File: src/inc/intc_pkg.sv
// Package with register layouts, codes and timing counts for the interrupt controller.
package intc_pkg;
	localparam int LEVELS = 6;
	localparam int PIN_LEVEL_0 = 2;
	localparam int PIN_LEVEL_1 = 3;
	localparam int PIN_LEVEL_2 = 1;
	localparam int PIN_LEVEL_3 = 0;
	localparam int PRI_C_BIT = 1;
	localparam int PRI_B_BIT = 2;
	localparam int PRI_A_BIT = 5;
	localparam int PRI_G0_BIT = 0;
	localparam int PRI_G1_BIT = 3;
	localparam int PRI_G2_BIT = 4;
	localparam int MASTER_BIT = 7;
	localparam logic [7:0] MASK_RW_BITS = 8'hBF;
	localparam logic [7:0] REQ_RW_BITS = 8'h3F;
	localparam logic [7:0] PRIORITY_RESET = 8'h00;
	localparam logic [7:0] MASK_RESET = 8'h00;
	localparam logic [7:0] VECTOR_STEP = 8'h02;
	localparam int SYNC_STAGES = 2;
	localparam logic [1:0] REG_PRIORITY = 2'h0;
	localparam logic [1:0] REG_MASK = 2'h1;
	localparam logic [1:0] REG_REQUEST = 2'h2;
	localparam logic [2:0] ORDER_CAB = 3'h1;
	localparam logic [2:0] ORDER_ABC = 3'h2;
	localparam logic [2:0] ORDER_ACB = 3'h3;
	localparam logic [2:0] ORDER_BCA = 3'h4;
	localparam logic [2:0] ORDER_CBA = 3'h5;
	localparam logic [2:0] ORDER_BAC = 3'h6;
endpackage

File: src/inc/edge_if.sv
// Interface carrying one pin and its synchronised request between capture stage and controller.
`timescale 1ns/10ps
interface edge_if;
	logic pin;
	logic request;
	modport stage (input pin, output request);
	modport ctrl (output pin, input request);
endinterface

File: src/pin_edge_capture.sv
// Falling edge capture and two-stage synchroniser for one external request pin.
`timescale 1ns/10ps
module pin_edge_capture
(
	input wire logic clk,
	input wire logic rst,
	edge_if.stage e
);
	logic pin_prev_q;
	logic capture_q;
	logic sync1_q;
	logic sync2_q;
	logic done_q;
	wire fall = pin_prev_q & ~e.pin;

	// The capture flop holds the edge until the synchronised copy has been handed on.
	always_ff @(posedge clk)
	begin
		if (rst)
		begin
			pin_prev_q <= 1'b1;
			capture_q <= 1'b0;
			sync1_q <= 1'b0;
			sync2_q <= 1'b0;
			done_q <= 1'b0;
		end
		else
		begin
			pin_prev_q <= e.pin;
			capture_q <= fall | (capture_q & ~sync2_q);
			sync1_q <= capture_q;
			sync2_q <= sync1_q;
			done_q <= sync2_q;
		end
	end

	// One pulse per edge reaches the controller, two clocks behind the pin capture.
	assign e.request = sync2_q & ~done_q;
endmodule // pin_edge_capture

File: src/interrupt_controller.sv
// Six-level interrupt controller: request latch, mask, priority and CPU sequencer hooks.
//
// Function
// - Falling edges on port three pins 2, 3, 1 raise levels 0, 1, 2.
// - Pin edge sets capture flop; two flops synchronise it to the clock.
// - Level n vectors at program memory pair 2n, 2n+1.
// - Level 3 uses pin 0 only while serial receiver disabled, else internal.
// - Enabled receiver raises level 3 on each completed byte.
// - Level 4 from transmit-empty if transmitter enabled, else timer zero end-of-count.
// - Timer one end-of-count requests level 5.
// - Request leading edge captured and held until sampling before opcode fetch.
// - External requests effectively sampled three clocks earlier than internal ones.
// - Sampling moves captures into request flops; interrupt clears only the winner.
// - Request flops are readable and writable by software.
// - Priority register write-only; groups A=3,5 B=0,2 C=1,4; bits 6,7 unused.
// - Bits 1, 2, 5 select in-group order; 1 reverses it.
// - Bits 4,3,0 encode group order; 000 and 111 unused.
// - Mask bits 0..5 enable their levels when set.
// - Mask bit 7 is master enable, set by enable and cleared by disable.
// - Master enable cleared in interrupt cycle, set after interrupt return.
// - Request bits 0..5 hold pending levels 0..5.
// - Request register held cleared until first enable-interrupts instruction.
// - Core pushes PC low, PC high, flags, then fetches vector.
`timescale 1ns/10ps
module interrupt_controller
(
	input wire logic MCLK,
	input wire logic RST,
	input wire logic [3:0] PORT_THREE_IN,
	input wire logic SERIAL_RX_ENABLE,
	input wire logic SERIAL_RX_BYTE_DONE,
	input wire logic SERIAL_TX_ENABLE,
	input wire logic SERIAL_TX_EMPTY,
	input wire logic TIMER_ZERO_END,
	input wire logic TIMER_ONE_END,
	input wire logic SAMPLE,
	input wire logic INT_CYCLE,
	input wire logic ENABLE_INTERRUPTS_INSTR,
	input wire logic DISABLE_INTERRUPTS_INSTR,
	input wire logic INTERRUPT_RETURN_INSTR,
	input wire logic REG_WRITE,
	input wire logic REG_READ,
	input wire logic [1:0] REG_SELECT,
	input wire logic [7:0] REG_WDATA,
	output logic [7:0] REG_RDATA,
	output logic INT_REQUEST,
	output logic [2:0] INT_LEVEL,
	output logic [7:0] INT_VECTOR
);
	typedef enum logic [1:0]
	{
		ST_IDLE = 2'b00,
		ST_SERVICE = 2'b01
	} svc_state_t;

	svc_state_t state_q;
	svc_state_t state_d;
	logic [7:0] priority_order_reg_q;
	logic [7:0] level_mask_reg_q;
	logic [5:0] request_q;
	logic [5:0] capture_q;
	logic armed_q;
	logic [7:0] rdata_q;
	logic [2:0] level_q;
	logic [7:0] vector_q;
	logic [3:0] pin_request;

	genvar gi;
	generate
		for (gi = 0; gi < 4; gi++)
		begin : g_pin
			edge_if pin_link ();
			assign pin_link.pin = PORT_THREE_IN[gi];
			assign pin_request[gi] = pin_link.request;
			pin_edge_capture u_cap
			(
				.clk(MCLK),
				.rst(RST),
				.e(pin_link.stage)
			);
		end
	endgenerate

	wire request_level_0 = pin_request[intc_pkg::PIN_LEVEL_0];
	wire request_level_1 = pin_request[intc_pkg::PIN_LEVEL_1];
	wire request_level_2 = pin_request[intc_pkg::PIN_LEVEL_2];
	wire request_level_3 = SERIAL_RX_ENABLE ? SERIAL_RX_BYTE_DONE
		: pin_request[intc_pkg::PIN_LEVEL_3];
	// The two sources are exclusive by configuration; transmitter wins if both are set.
	wire request_level_4 = SERIAL_TX_ENABLE ? SERIAL_TX_EMPTY : TIMER_ZERO_END;
	wire request_level_5 = TIMER_ONE_END;
	wire [5:0] raw_req = {request_level_5, request_level_4, request_level_3,
		request_level_2, request_level_1, request_level_0};

	wire master_enable_bit = level_mask_reg_q[intc_pkg::MASTER_BIT];
	wire [5:0] enabled = request_q & level_mask_reg_q[5:0];

	// Priority ranking: three groups each with two members in a selectable order.
	wire a_rev = priority_order_reg_q[intc_pkg::PRI_A_BIT];
	wire b_rev = priority_order_reg_q[intc_pkg::PRI_B_BIT];
	wire c_rev = priority_order_reg_q[intc_pkg::PRI_C_BIT];
	wire [2:0] a_hi = a_rev ? 3'h3 : 3'h5;
	wire [2:0] a_lo = a_rev ? 3'h5 : 3'h3;
	wire [2:0] b_hi = b_rev ? 3'h0 : 3'h2;
	wire [2:0] b_lo = b_rev ? 3'h2 : 3'h0;
	wire [2:0] c_hi = c_rev ? 3'h4 : 3'h1;
	wire [2:0] c_lo = c_rev ? 3'h1 : 3'h4;
	wire [2:0] group_code = {priority_order_reg_q[intc_pkg::PRI_G2_BIT],
		priority_order_reg_q[intc_pkg::PRI_G1_BIT], priority_order_reg_q[intc_pkg::PRI_G0_BIT]};

	logic [1:0] g_first;
	logic [1:0] g_second;
	logic [1:0] g_third;
	logic order_valid;

	// Groups are coded 0=A, 1=B, 2=C.
	always_comb
	begin
		order_valid = 1'b1;
		g_first = 2'd0;
		g_second = 2'd1;
		g_third = 2'd2;
		case (group_code)
			intc_pkg::ORDER_CAB:
			begin
				g_first = 2'd2;
				g_second = 2'd0;
				g_third = 2'd1;
			end
			intc_pkg::ORDER_ABC:
			begin
				g_first = 2'd0;
				g_second = 2'd1;
				g_third = 2'd2;
			end
			intc_pkg::ORDER_ACB:
			begin
				g_first = 2'd0;
				g_second = 2'd2;
				g_third = 2'd1;
			end
			intc_pkg::ORDER_BCA:
			begin
				g_first = 2'd1;
				g_second = 2'd2;
				g_third = 2'd0;
			end
			intc_pkg::ORDER_CBA:
			begin
				g_first = 2'd2;
				g_second = 2'd1;
				g_third = 2'd0;
			end
			intc_pkg::ORDER_BAC:
			begin
				g_first = 2'd1;
				g_second = 2'd0;
				g_third = 2'd2;
			end
			default:
			begin
				// Unused codes rank nothing, so no vectored interrupt is taken.
				order_valid = 1'b0;
			end
		endcase
	end

	function automatic logic [2:0] grp_hi(input logic [1:0] g, input logic [2:0] ah,
		input logic [2:0] bh, input logic [2:0] ch);
		grp_hi = (g == 2'd0) ? ah : ((g == 2'd1) ? bh : ch);
	endfunction

	wire [2:0] rank0 = grp_hi(g_first, a_hi, b_hi, c_hi);
	wire [2:0] rank1 = grp_hi(g_first, a_lo, b_lo, c_lo);
	wire [2:0] rank2 = grp_hi(g_second, a_hi, b_hi, c_hi);
	wire [2:0] rank3 = grp_hi(g_second, a_lo, b_lo, c_lo);
	wire [2:0] rank4 = grp_hi(g_third, a_hi, b_hi, c_hi);
	wire [2:0] rank5 = grp_hi(g_third, a_lo, b_lo, c_lo);

	wire winner_valid = order_valid & (|enabled);
	wire [2:0] winner = enabled[rank0] ? rank0 :
		enabled[rank1] ? rank1 :
		enabled[rank2] ? rank2 :
		enabled[rank3] ? rank3 :
		enabled[rank4] ? rank4 : rank5;

	wire take = INT_CYCLE & (state_q == ST_IDLE) & master_enable_bit & winner_valid;
	wire [5:0] winner_onehot = 6'h01 << winner;
	wire req_write = REG_WRITE & (REG_SELECT == intc_pkg::REG_REQUEST);
	wire mask_write = REG_WRITE & (REG_SELECT == intc_pkg::REG_MASK);
	wire prio_write = REG_WRITE & (REG_SELECT == intc_pkg::REG_PRIORITY);

	// Software write replaces the flops, then sampled requests are ORed in so none is lost.
	wire [5:0] req_base = req_write ? REG_WDATA[5:0] : request_q;
	wire [5:0] req_clr = take ? winner_onehot : 6'h00;
	wire [5:0] sampled = SAMPLE ? capture_q : 6'h00;
	wire [5:0] request_d = armed_q ? ((req_base & ~req_clr) | sampled) : 6'h00;
	wire [5:0] capture_d = armed_q ? ((SAMPLE ? 6'h00 : capture_q) | raw_req) : 6'h00;

	wire master_set = ENABLE_INTERRUPTS_INSTR | INTERRUPT_RETURN_INSTR;
	wire master_clr = DISABLE_INTERRUPTS_INSTR | take;
	wire [7:0] mask_base = mask_write ? (REG_WDATA & intc_pkg::MASK_RW_BITS) : level_mask_reg_q;
	wire master_d = master_set ? 1'b1 : (master_clr ? 1'b0 : mask_base[intc_pkg::MASTER_BIT]);
	wire [7:0] mask_d = {master_d, 1'b0, mask_base[5:0]};

	wire [7:0] read_mux = (REG_SELECT == intc_pkg::REG_MASK) ? level_mask_reg_q :
		(REG_SELECT == intc_pkg::REG_REQUEST) ? {2'b00, request_q} : 8'h00;

	always_comb
	begin
		state_d = state_q;
		case (state_q)
			ST_IDLE:
			begin
				if (take)
				begin
					state_d = ST_SERVICE;
				end
			end
			ST_SERVICE:
			begin
				if (INTERRUPT_RETURN_INSTR)
				begin
					state_d = ST_IDLE;
				end
			end
			default:
			begin
				state_d = ST_IDLE;
			end
		endcase
	end

	always_ff @(posedge MCLK)
	begin
		if (RST)
		begin
			state_q <= ST_IDLE;
			priority_order_reg_q <= intc_pkg::PRIORITY_RESET;
			level_mask_reg_q <= intc_pkg::MASK_RESET;
			request_q <= 6'h00;
			capture_q <= 6'h00;
			armed_q <= 1'b0;
			rdata_q <= 8'h00;
			level_q <= 3'h0;
			vector_q <= 8'h00;
		end
		else
		begin
			state_q <= state_d;
			if (prio_write)
			begin
				priority_order_reg_q <= REG_WDATA;
			end
			level_mask_reg_q <= mask_d;
			request_q <= request_d;
			capture_q <= capture_d;
			armed_q <= armed_q | ENABLE_INTERRUPTS_INSTR;
			if (REG_READ)
			begin
				rdata_q <= read_mux;
			end
			if (take)
			begin
				level_q <= winner;
				vector_q <= 8'(winner) * intc_pkg::VECTOR_STEP;
			end
		end
	end

	assign INT_REQUEST = master_enable_bit & winner_valid & (state_q == ST_IDLE);
	assign REG_RDATA = rdata_q;
	assign INT_LEVEL = level_q;
	assign INT_VECTOR = vector_q;
endmodule // interrupt_controller

File: config.mk
export PLATFORM = sky130hd
export DESIGN_NAME = interrupt_controller
export DESIGN_NICKNAME = d
export VERILOG_FILES = /design/src/inc/intc_pkg.sv /design/src/inc/edge_if.sv /design/src/pin_edge_capture.sv /design/src/interrupt_controller.sv
export SDC_FILE = /design/constraint.sdc
export NUM_CORES = 1
export LEC_CHECK = 0
export ABC_AREA = 0
export ABC_CLOCK_PERIOD_IN_PS = 3000
export BUFFER_PORTS_ARGS = -buffer_cell sky130_fd_sc_hd__buf_2
export CAP_MARGIN = 40
export CORE_MARGIN = 5
export CORE_UTILIZATION = 59
export CTS_BUF_LIST = sky130_fd_sc_hd__clkbuf_2
export DETAILED_ROUTE_END_ITERATION = 16
export PLACE_DENSITY = 0.82
export SLEW_MARGIN = 10
export SYNTH_ARGS = -nofsm -noshare
export SYNTH_HDL_FRONTEND = slang
export SYNTH_HIERARCHICAL = 1
export SYNTH_SLANG_ARGS = --single-unit
export TNS_END_PERCENT = 1
File: constraint.sdc
create_clock -name MCLK -period 3 [get_ports MCLK]
set_input_delay 0.15 -clock MCLK [delete_from_list [all_inputs] [get_ports MCLK]]
set_output_delay 0.15 -clock MCLK [all_outputs]
set_load 0.01 [all_outputs]
Yosys cells after proc, flatten, opt, wreduce, memory -nomap -nowiden
Index checks and enable logic that the tools add are counted.
{"block": "totals", "reg_bits": 60, "latch_bits": 0, "mem_bits_rw": 0, "romBits": 0, "out_inout_bits": 20, "memories": 0}
{"block": "op_classes", "add_sub_neg": 0, "multipliers": 0, "div": 0, "order_cmp": 5, "eq_ne": 14, "n_shift": 1, "mux": 51, "bitwise": 46, "reduce_logical": 16}
{"op": "two-way mux 3 bit", "n": 21}
{"op": "two-way mux 6 bit", "n": 5}
{"op": "bitwise AND 1 bit", "n": 21}
{"op": "less-than comparator 3 x 4 -> 1 bit, second input constant", "n": 5}
{"op": "two-way mux 8 bit", "n": 2}
{"op": "one-hot mux 2 bit (2 select lines)", "n": 4}
{"op": "binary-select mux 1 bit (select 3 bit)", "n": 5}
{"op": "OR reduction 2 bit", "n": 7}
{"op": "NOT 1 bit", "n": 13}
{"op": "bitwise AND 6 bit", "n": 2}
{"op": "bitwise OR 6 bit", "n": 2}
{"op": "OR reduction 6 bit", "n": 2}
{"op": "equality test 2 x 1 -> 1 bit, second input constant", "n": 5}
{"op": "logical NOT 2 bit", "n": 5}
{"op": "two-way mux 1 bit", "n": 10}
{"op": "equality test 3 bit, second input constant", "n": 3}
{"op": "two-way mux 2 bit", "n": 4}
{"op": "bitwise OR 1 bit", "n": 7}
{"op": "equality test 3 x 2 -> 1 bit, second input constant", "n": 2}
{"op": "NOT 6 bit", "n": 1}
{"op": "<< shifter 1 x 3 -> 6 bit, first input constant", "n": 1}
{"op": "!= test 2 bit, second input constant", "n": 2}
{"op": "equality test 3 x 1 -> 1 bit, second input constant", "n": 1}
{"op": "nonzero test 3 bit", "n": 1}
{"op": "other kinds (2)", "n": 2}

Longest topological paths before layout
Gate-level depths: netlist of run 1.
{"block": "depth", "depth_word": 18, "ltp_mapped": 11, "ltp_nobuf": 9}

Cells and area by module
Netlist of run 1, hierarchy kept.
{"module": "interrupt_controller", "n_inst": 1, "cells_per_inst": 330, "area_each_um2": 2640.0, "seq_area_each_um2": 740.7}
{"module": "pin_edge_capture", "n_inst": 4, "cells_per_inst": 13, "area_each_um2": 160.2, "seq_area_each_um2": 100.1}

Worst setup path before layout of run 1
Ideal clock, no wire load.
{"block": "synth_path", "kind": "register -> register", "from": "reg priority_order_reg_q[0]", "to": "reg request_q[3]", "setup_ns": 0.130, "arrival_time_ns": 2.359, "slack_ns": 0.510, "path_stages_with_launch": 11, "cell_sequence": "dfxtp_1 buf_6 nand2b_1 o22ai_2 mux4_2 a22o_1 o211ai_1 nand4_2 a31oi_4 nor3b_2 o31ai_2"}
{"block": "synth_between", "elab_chain_cells": 18, "elab_cells_between_ends": 57, "classes_between": "eq/ne (9); shift (1); mux (32); bitwise (5); reduce/logical (10)"}
{"item": "start: declaration", "line": "interrupt_controller.sv:58", "source": "logic [7:0] priority_order_reg_q;"}
{"item": "start signal: assignment", "line": "interrupt_controller.sv:239", "source": "priority_order_reg_q <= intc_pkg::PRIORITY_RESET;"}
{"item": "equality test 3 bit (tied with other cells)", "line": "interrupt_controller.sv:123", "source": "case (group_code)"}
{"item": "OR reduction 2 bit (no line)"}
{"item": "one-hot mux 2 bit (2 select lines)", "line": "interrupt_controller.sv:123"}
{"item": "equality test 2 x 1 -> 1 bit", "line": "interrupt_controller.sv:170", "source": "grp_hi = (g == 2'd0) ? ah : ((g == 2'd1) ? bh : ch);"}
{"item": "two-way mux 3 bit (2 in a row)", "line": "interrupt_controller.sv:170"}
{"item": "binary-select mux 1 bit (select 3 bit)", "line": "interrupt_controller.sv:185", "source": "enabled[rank4] ? rank4 : rank5;"}
{"item": "two-way mux 1 bit (implied by the code)", "line": "interrupt_controller.sv:185"}
{"item": "two-way mux 3 bit", "line": "interrupt_controller.sv:185"}
{"item": "two-way mux 3 bit", "line": "interrupt_controller.sv:184", "source": "enabled[rank3] ? rank3 :"}
{"item": "two-way mux 3 bit", "line": "interrupt_controller.sv:183", "source": "enabled[rank2] ? rank2 :"}
{"item": "two-way mux 3 bit", "line": "interrupt_controller.sv:182", "source": "enabled[rank1] ? rank1 :"}
{"item": "two-way mux 3 bit", "line": "interrupt_controller.sv:181", "source": "wire [2:0] winner = enabled[rank0] ? rank0 :"}
{"item": "<< shifter 1 x 3 -> 6 bit", "line": "interrupt_controller.sv:188", "source": "wire [5:0] winner_onehot = 6'h01 << winner;"}
{"item": "two-way mux 6 bit *", "line": "interrupt_controller.sv:195", "source": "wire [5:0] req_clr = take ? winner_onehot : 6'h00;"}
{"item": "NOT 6 bit *", "line": "interrupt_controller.sv:197", "source": "wire [5:0] request_d = armed_q ? ((req_base & ~req_clr) | sampled) : 6'h00;"}
{"item": "bitwise AND 6 bit *", "line": "interrupt_controller.sv:197"}
{"item": "bitwise OR 6 bit *", "line": "interrupt_controller.sv:197"}
{"item": "end signal: assignment", "line": "interrupt_controller.sv:256", "source": "request_q <= request_d;"}
{"item": "end: declaration", "line": "interrupt_controller.sv:60", "source": "logic [5:0] request_q;"}
Mark *: on every way between the ends. The rest lies on a longest branch, timed or not. The select of a mux whose other input is x is not followed.
A chain may end at the register's enable or synchronous reset.

Final worst setup path of run 1
Ends and elaborated chain as after synthesis.

==> results.json, run 1 <==
{
  "min_period_ps": 2770,
  "ys_ff_latch": 57,
  "max-vdd-ir-drop_mv": 0.425,
  "synth_common_cells": "dfxtp_1, a21oi_1, nor2_1",
  "synth_flop_cell": "dfxtp_1",
  "maxCapViolations": 0,
  "p_leak_uw": 0.00158,
  "slew_headroom_pct": 62.9,
  "synth-simple-area-share_pct": 26.2,
  "die_w_um": 84.6,
  "reg2reg_to": "request_q[3]",
  "muxShareOfSynthArea_pct": 8.47,
  "grt_pass1_wl_mm": 14.4,
  "power_frac_comb_pct": 15.8,
  "drc": 0,
  "yosys-top-cells-area": "dfxtp_1, mux2i_1, a21oi_1",
  "hold_path_depth": 3,
  "yosysWarnings": 6,
  "power.internal_uw": 1190,
  "synth-adder-area-share_pct": 0,
  "place_area_mm2": 0.00360,
  "grt_setup_unrepaired": "no",
  "cts_tree": "built",
  "fin_area_mm2": 0.00399,
  "routed_wl_mm": 8.70,
  "initial_core_util_pct": 60.3,
  "die_h_um": 84.6,
  "fillCellCount": 408,
  "async_reset_ff_share_pct": 0,
  "syn2layout_area_growth_pct": 21.7,
  "status": "finished clean",
  "grt_overflow_total": 0,
  "final-setup-viol-count": 0,
  "start_kind": "register",
  "fin_skew_ps": 21.4,
  "cts_buffers": 9,
  "synth_top_family_by_area": "simple AND/OR/NAND/NOR gates",
  "cp_max_fo": 13,
  "grt_pass1_vias": 2996,
  "nets": 486,
  "switchingPower_uw": 455,
  "clockPowerShare_pct": 35.0,
  "grt_antenna_before_repair": 0,
  "drtIter0Drc": 319,
  "netlist.area_leader.share_pct": 34.8,
  "dr.pass1.iters": 7,
  "period_share_pct": 92.4,
  "powerDensity_mw_per_mm2": 411,
  "dr_total_vias": 3191,
  "fmax_mhz": 361,
  "drive_above_1_share_pct": 23.4,
  "hold_start": "REG_WRITE",
  "arrival_ps": 3130,
  "synth_compound_area_share_pct": 24.4,
  "cts_sinks": 57,
  "setup.worst_path.class": "register to register",
  "rr_startpoint": "priority_order_reg_q[0]",
  "rows": 27,
  "synth_edf_count": 0,
  "worstSetupEndpointType": "register",
  "pin_count": 49,
  "min_to": "level_mask_reg_q[2]",
  "tightestPinTransition_ps": 556,
  "grt_usage_pct": 24.6,
  "n_antenna_cell": 0,
  "root_buffer": "clkbuf_2",
  "clkSlewWorstSetupHoldPaths_ps": 180,
  "hold_viol_final": 0,
  "htreeDepth": 3,
  "min-delay-path-class": "input pin to register",
  "syn_area_mm2": 0.00328,
  "multi_input_area_mm2": 0.00196,
  "io_buffer_count": 41,
  "grt_max_degree": 48,
  "ctsLongestPathBuffers": 2,
  "placeableCoreArea_mm2": 0.00544,
  "timing.reg2reg.setup_slack_ps": 230,
  "wl_per_cell_um": 16.3,
  "seqPwrFrac_pct": 49.2,
  "synth-xor-area-share_pct": 0,
  "insertion_delay_ps": 470,
  "reg2reg_depth": 9,
  "ant_nets": 0,
  "synth.distinct_cells": 64,
  "synth.avg_cell_area_um2": 8.59,
  "synth.most_common_cell": "dfxtp_1",
  "hpwl_mm": 5.99,
  "vias_per_cell": 5.98,
  "cp.required_ps": 3360,
  "syn_inst": 382,
  "synth_area_leader_cell": "dfxtp_1",
  "finalWeightedCongestion": 0.913,
  "swShare_pct": 27.7,
  "slew_viol_final": 0,
  "tns_ps": 0,
  "seq_area_frac_synth_pct": 34.8,
  "ff_latch_area_mm2": 0.00114,
  "dieArea_mm2": 0.00715
}
[worst max path at each step]
stage	from	slack (ps)	to
after detailed placement	priority_order_reg_q[0]	160	request_q[3]
after CTS	priority_order_reg_q[0]	140	request_q[3]
final	priority_order_reg_q[0]	230	request_q[3]
after global routing	priority_order_reg_q[0]	20	request_q[3]
after global placement	priority_order_reg_q[0]	210	request_q[3]
after floorplan	priority_order_reg_q[0]	510	request_q[3]
[per-layer routing]
metal / GRT usage (%) / share of wire (%) / wire length, µm
met3: 5.40 / 7.2 / 629
met1: 30.2 / 40 / 3510
met2: 43.3 / 50 / 4340
met4: 7.05 / 2.6 / 224
met5: 0 / 0 / 0
[final cells by class]
| type | instances | share of cell area [%] |
|---|---|---|
| inverters | 6 | 0.564 |
| well taps | 72 | 2.26 |
| clock buffers | 9 | 1.13 |
| clock inverters | 7 | 2.35 |
| multi-input cells | 295 | 49.2 |
| flip-flops and latches | 57 | 28.7 |
| repair buffers | 88 | 15.9 |
[kinds of logic (layout without fill, tap and decap cells)]
logic type	count (synthesis)	in the layout
compound gates	110	110
buf+inv	35	110
flops	57	57
mux	25	25
other cells	1	6
simple gates	154	154
[per-stage QoR]
step / hold WS (ps) / std cells / worst slack, ps / total power [µW] / util (%)
floorplan: 212 / 387 / 510 / 976 / -
global placement: 340 / 493 / 210 / 1050 / 66.1
detailed placement: 346 / 493 / 159 / 1050 / 66.1
CTS: 0.275 / 534 / 138 / 1640 / 73.3
global route: 18.0 / 534 / 19.7 / 1710 / 73.4
finish: 25.7 / 534 / 227 / 1640 / 73.4
[cell usage in the layout, fill, tap and decap left out, drive strengths merged, types with 4 or more instances in the layout]
cell type and instances:
a21o 6, nor3b 5, mux2i 21, nor2 32, or2 5, dlygate4sd3 25, dfxtp 57, conb 6
and3b 4, nor3 5, buf 63, inv 7, clkbuf 9, o31ai 5, nand2b 16, a211oi 10
nor2b 23, and2 5, nand2 30, o22ai 4, a22oi 9, o21ai 11, a21oi 35, nand3 18
[flip-flops by register name (all words and copies together) (netlist names), 4 cells and up]
signal / count
g_pin.u_cap/pin_prev_q: 4
priority_order_reg_q: 6
capture_q: 6
request_q: 6
g_pin.u_cap/sync1_q: 4
g_pin.u_cap/done_q: 4
REG_RDATA: 7
g_pin.u_cap/sync2_q: 4
level_mask_reg_q: 7
g_pin.u_cap/capture_q: 4
[power by group through the flow]
| stage | Sequential, µW | Clock (µW) | Combinational (µW) |
|---|---|---|---|
| floorplan | 817 | 0 | 159 |
| global placement | 822 | 0 | 223 |
| detailed placement | 823 | 0 | 228 |
| CTS | 807 | 583 | 253 |
| global route | 813 | 620 | 282 |
| finish | 808 | 575 | 259 |
[critical path: stages (launching register included)]
cell	delay (ps)
dfxtp_2	510
nor2b_1	420
a22o_1	310
mux2i_1	260
o22ai_1	150
nor2_1	210
nand4_2	180
a31oi_4	300
nor3b_2	250
o31ai_2	80
[repair_timing]
action / 4_1_cts / 5_1_grt
resized for setup: 0 / 3
setup endpoints to repair: 0 / 6
hold buffers: 25 / 0
hold endpoints to repair: 33 / 0
setup buffers: 0 / 0
Power figures use the tool's default switching activity.
==> run 2, diff against run 1 <==
--- a/config.mk
+++ b/config.mk
@@ -9,11 +9,11 @@
 export ABC_CLOCK_PERIOD_IN_PS = 3000
 export BUFFER_PORTS_ARGS = -buffer_cell sky130_fd_sc_hd__buf_2
 export CAP_MARGIN = 40
-export CORE_MARGIN = 5
 export CORE_UTILIZATION = 59
 export CTS_BUF_LIST = sky130_fd_sc_hd__clkbuf_2
 export DETAILED_ROUTE_END_ITERATION = 16
 export PLACE_DENSITY = 0.82
+export RECOVER_POWER = 100
 export SLEW_MARGIN = 10
 export SYNTH_ARGS = -nofsm -noshare
 export SYNTH_HDL_FRONTEND = slang
==> results.json, run 2 (synthesis results as in run 1) <==
{
  "status": "finished clean",
  "dieArea_mm2": 0.00586,
  "min_period_ps": 2890,
  "min-delay-path-class": "input pin to register",
  "fin_skew_ps": 22.8,
  "grt_usage_pct": 32.4,
  "placedCellCount": 490,
  "max-vdd-ir-drop_mv": 0.429,
  "place_ws_ps": 121,
  "final-setup-viol-count": 0,
  "start_kind": "register",
  "n_antenna_cell": 0,
  "grt_overflow_total": 0,
  "ant_nets": 0,
  "p_leak_uw": 0.00148,
  "die_h_um": 76.6,
  "cp_max_fo": 17,
  "power_frac_comb_pct": 16.1,
  "worstSetupEndpointType": "register",
  "reg2reg_depth": 10,
  "finalWeightedCongestion": 0.900,
  "cts_tree": "built",
  "slew_viol_final": 0,
  "vias_per_cell": 6.17,
  "tightestPinTransition_ps": 575,
  "swShare_pct": 28.6,
  "hold_viol_final": 0,
  "slowest_stage": "or4_1",
  "grt_pass1_vias": 3073,
  "grt_pass1_wl_mm": 14.8,
  "slew_headroom_pct": 61.7,
  "grt_max_degree": 47,
  "maxCapViolations": 0,
  "grt_antenna_before_repair": 0,
  "drtIter0Drc": 341,
  "drc": 0,
  "pin_count": 49,
  "dr.pass1.iters": 5,
  "seqPwrFrac_pct": 52.6,
  "period_share_pct": 96.3,
  "syn2layout_area_growth_pct": 16.8,
  "rows": 26,
  "root_buffer": "clkbuf_2",
  "hpwl_mm": 5.95,
  "setup.worst_path.class": "register to register",
  "grt_use_met1_pct": 38.8,
  "fmax_mhz": 346,
  "insertion_delay_ps": 470,
  "clkSlewWorstSetupHoldPaths_ps": 160,
  "htreeDepth": 3,
  "clockPowerShare_pct": 31.3,
  "busiest_layer": "met2",
  "initial_core_util_pct": 62.6,
  "final_cell_mix": "dfxtp_1, a21oi_1, nor2_1, nand2_1, buf_2",
  "slowest_delay_ps": 480,
  "grt_setup_unrepaired": "no",
  "met3_usage_pct": 9.58,
  "cts_sinks": 57,
  "critPathTopFamily": "simple AND/OR/NAND/NOR gates",
  "crit_buf_inv": 1,
  "switchingPower_uw": 440,
  "tns_ps": 0,
  "cp.required_ps": 3360,
  "nets": 481,
  "ctsLongestPathBuffers": 2,
  "layout_setup_ws_ps": 111,
  "path_cells": "buf_4, or3b_4, and3b_1, or4_1, o2111ai_1, o22ai_1, nand4_2, a31oi_2, and3b_1, o31ai_1",
  "wl_per_cell_um": 17.3,
  "cp_common_cell": "and3b_1",
  "cts_buffers": 9,
  "dr_total_vias": 3249,
  "grtUsageMet2_pct": 52.3,
  "arrival_ps": 3250,
  "die_w_um": 76.6,
  "drive_above_1_share_pct": 18.8,
  "routed_wl_mm": 9.14,
  "hold_path_depth": 4,
  "placeableCoreArea_mm2": 0.00524,
  "final_cells": 527,
  "layout_commonest_cell": "dfxtp_1",
  "io_buffer_count": 41,
  "crit_cells": 10,
  "powerDensity_mw_per_mm2": 401,
  "power.internal_uw": 1100
}
[run 2: through the flow]
stage,util (%),hold WS [ps],cell area (µm²),total power [µW]
after floorplan,-,212,3300,976
after global placement,68.3,341,3570,1040
after detailed placement,68.3,346,3570,1050
after CTS,74.4,109,3900,1540
after global routing,73.1,141,3830,1610
final,73.1,171,3830,1540
[run 2: repair_timing]
item | CTS | global route
endpoints found under the setup margin | 0 | 7
gates resized for setup | 0 | 5
endpoints found under the hold margin | 33 | 0
hold buffers | 21 | 0
buffers inserted | 0 | 0
[run 2: worst min-delay path, delay by kind of cell]
| family | cells | cell delay [ps] |
|---|---|---|
| buffers and inverters | 1 | 100 |
| and+or+nand+nor | 1 | 100 |
| AOI/OAI and AO/OA | 2 | 260 |
[run 2: final cells by class]
type                       instances  area [µm²]
clock inverter                     5        56.3
fill                             393        1410
clock buffer                      11        55.1
tap                               70        87.6
timing repair buffer              83         549
multi-input combinational        295        1910
inverter                           6        22.5
sequential                        57        1150
[run 2: power by group through the flow]
stage               combinational (µW)  clock [µW]  sequential, µW
global route                       267         527             812
detailed placement                 225           0             825
floorplan                          159           0             817
finish                             247         482             808
CTS                                247         488             809
global placement                   220           0             824
[run 2: worst paths after layout]
path	start	to	slack [ps]
worst max-delay path	priority_order_reg_q[4]	request_q[1]	110
worst min-delay path	REG_SELECT[0]	REG_RDATA[3]	170
worst max register to register	priority_order_reg_q[4]	request_q[1]	110
worst min register to register	g_pin[3].u_cap/sync1_q	g_pin[3].u_cap/sync2_q	460
[run 2: per-layer routing]
| metal | part of all wire (%) | up-vias |
|---|---|---|
| li1 | - | 1515 |
| met1 | 42 | 1487 |
| met2 | 47 | 209 |
| met3 | 8.0 | 38 |
| met4 | 3.4 | 0 |
| met5 | 0 | - |
==> run 3, diff against run 2 <==
--- a/config.mk
+++ b/config.mk
@@ -9,10 +9,10 @@
 export ABC_CLOCK_PERIOD_IN_PS = 3000
 export BUFFER_PORTS_ARGS = -buffer_cell sky130_fd_sc_hd__buf_2
 export CAP_MARGIN = 40
-export CORE_UTILIZATION = 59
+export CORE_UTILIZATION = 45
 export CTS_BUF_LIST = sky130_fd_sc_hd__clkbuf_2
 export DETAILED_ROUTE_END_ITERATION = 16
-export PLACE_DENSITY = 0.82
+export PLACE_DENSITY = 0.65
 export RECOVER_POWER = 100
 export SLEW_MARGIN = 10
 export SYNTH_ARGS = -nofsm -noshare
==> results.json, run 3 (synthesis results as in run 1) <==
{
  "initial_core_util_pct": 47.5,
  "grt_max_degree": 48,
  "die_w_um": 87.4,
  "n_antenna_cell": 0,
  "min_period_ps": 2810,
  "rows": 30,
  "grt_pass1_wl_mm": 13.1,
  "place_area_mm2": 0.00358,
  "slowest_delay_ps": 590,
  "violations": "max-capacitance violations, max-slew violations",
  "p_leak_uw": 0.00148,
  "final-setup-viol-count": 0,
  "min-delay-path-class": "input pin to register",
  "critPathTopFamily": "compound AO/OA/AOI/OAI gates",
  "cts_buffers": 9,
  "drive_above_1_share_pct": 20.0,
  "grt_antenna_before_repair": 0,
  "layout_setup_ws_ps": 185,
  "wl_per_cell_um": 14.6,
  "io_buffer_count": 41,
  "grt_usage_pct": 22.1,
  "grt_pass1_vias": 2699,
  "cts_sinks": 57,
  "power_uw": 1510,
  "hold_start": "INT_CYCLE",
  "ctsLongestPathBuffers": 2,
  "vias_per_cell": 5.42,
  "min_to": "request_q[0]",
  "cp.required_ps": 3380,
  "start_kind": "register",
  "seqPwrFrac_pct": 53.6,
  "power_frac_comb_pct": 17.1,
  "fin_skew_ps": 24.8,
  "drc": 0,
  "maxCapViolations": 1,
  "status": "finished, violations left",
  "dr_total_vias": 3011,
  "reg2reg_to": "request_q[5]",
  "htreeDepth": 3,
  "layout_commonest_cell": "dfxtp_1",
  "ant_nets": 0,
  "multi_input_area_mm2": 0.00197,
  "pin_count": 49,
  "hpwl_mm": 5.85,
  "syn2layout_area_growth_pct": 20.2,
  "die_h_um": 87.4,
  "fin_area_mm2": 0.00394,
  "nets": 484,
  "rr_startpoint": "priority_order_reg_q[4]",
  "powerDensity_mw_per_mm2": 382,
  "drtIter0Drc": 240,
  "crit_buf_inv": 2,
  "hold_viol_final": 0,
  "dr.pass1.iters": 5,
  "swShare_pct": 31.9,
  "finalWeightedCongestion": 0.908,
  "hold_path_depth": 4,
  "fillCellCount": 670,
  "dieArea_mm2": 0.00764,
  "worstSetupEndpointType": "register",
  "max-vdd-ir-drop_mv": 0.342,
  "setup.worst_path.class": "register to register",
  "grt_setup_unrepaired": "no",
  "power.internal_uw": 1030,
  "arrival_ps": 3200,
  "clkSlewWorstSetupHoldPaths_ps": 180,
  "reg2reg_depth": 11,
  "placeableCoreArea_mm2": 0.00691,
  "place_ws_ps": 95.1,
  "fmax_mhz": 355,
  "slew_headroom_pct": -33.6,
  "final_cell_mix": "dfxtp_1, a21oi_1, nor2_1, nand2_1, buf_2",
  "grt_overflow_total": 0,
  "cp_max_fo": 15,
  "fin_util_pct": 57.1,
  "slowest_stage": "mux4_2",
  "timing.reg2reg.setup_slack_ps": 190,
  "root_buffer": "clkbuf_2",
  "insertion_delay_ps": 500,
  "routed_wl_mm": 8.12,
  "cts_tree": "built",
  "switchingPower_uw": 480,
  "slew_viol_final": 48,
  "path_cells": "buf_4, nand2b_1, o22ai_4, mux4_2, a22o_1, o211ai_1, nand4_2, a31oi_4, clkbuf_4, a21o_1, a21oi_1",
  "period_share_pct": 93.8,
  "tns_ps": 0,
  "clockPowerShare_pct": 29.3,
  "tightestPinTransition_ps": 2000,
  "ff_latch_area_mm2": 0.00114
}
run 3: timing repair:
| item | CTS | global route |
|---|---|---|
| setup buffers | 0 | 2 |
| endpoints found under the setup margin | 0 | 6 |
| gates resized for setup | 0 | 4 |
| endpoints found under the hold margin | 38 | 0 |
| hold buffers | 25 | 0 |
run 3: how the worst max path moves through the flow:
stage / from / to / cells after the start
after detailed placement: priority_order_reg_q[0] / request_q[0] / 9
after global placement: priority_order_reg_q[4] / request_q[3] / 10
final: priority_order_reg_q[4] / request_q[5] / 11
after global routing: priority_order_reg_q[4] / request_q[5] / 11
after CTS: priority_order_reg_q[0] / request_q[0] / 9
after floorplan: priority_order_reg_q[0] / request_q[3] / 10
run 3: power by group through the flow:
stage               Clock, µW  Sequential, µW  Combinational (µW)
floorplan                   0             817                 159
global placement            0             821                 221
detailed placement          0             822                 224
CTS                       449             807                 249
global route              487             812                 281
finish                    441             807                 257
run 3: metrics by stage:
step                      cells  hold slack (ps)
final                       556              140
after global routing        556              142
after CTS                   554              112
after detailed placement    513              345
after global placement      513              341
after floorplan             387              212
run 3: routing by layer:
| layer | wire length [µm] | global-route usage [%] |
|---|---|---|
| met2 | 3830 | 35.7 |
| met4 | 113 | 6.26 |
| met3 | 476 | 6.16 |
| met1 | 3710 | 28.8 |
| met5 | 0 | 0 |
run 3: final cells by class:
class	instances	area share, %
multi-input cells	295	50.0
flip-flops and latches	57	29.0
repair buffers	86	14.9
well taps	96	3.05
clock inverters	7	1.36
clock buffers	9	1.14
inverters	6	0.571
run 3: worst min-delay path, delay by kind of cell:
family | cells | cell delay (ps)
AO/OA/AOI/OAI | 1 | 200
AND/OR/NAND/NOR | 2 | 150
buffers and inverters | 1 | 110
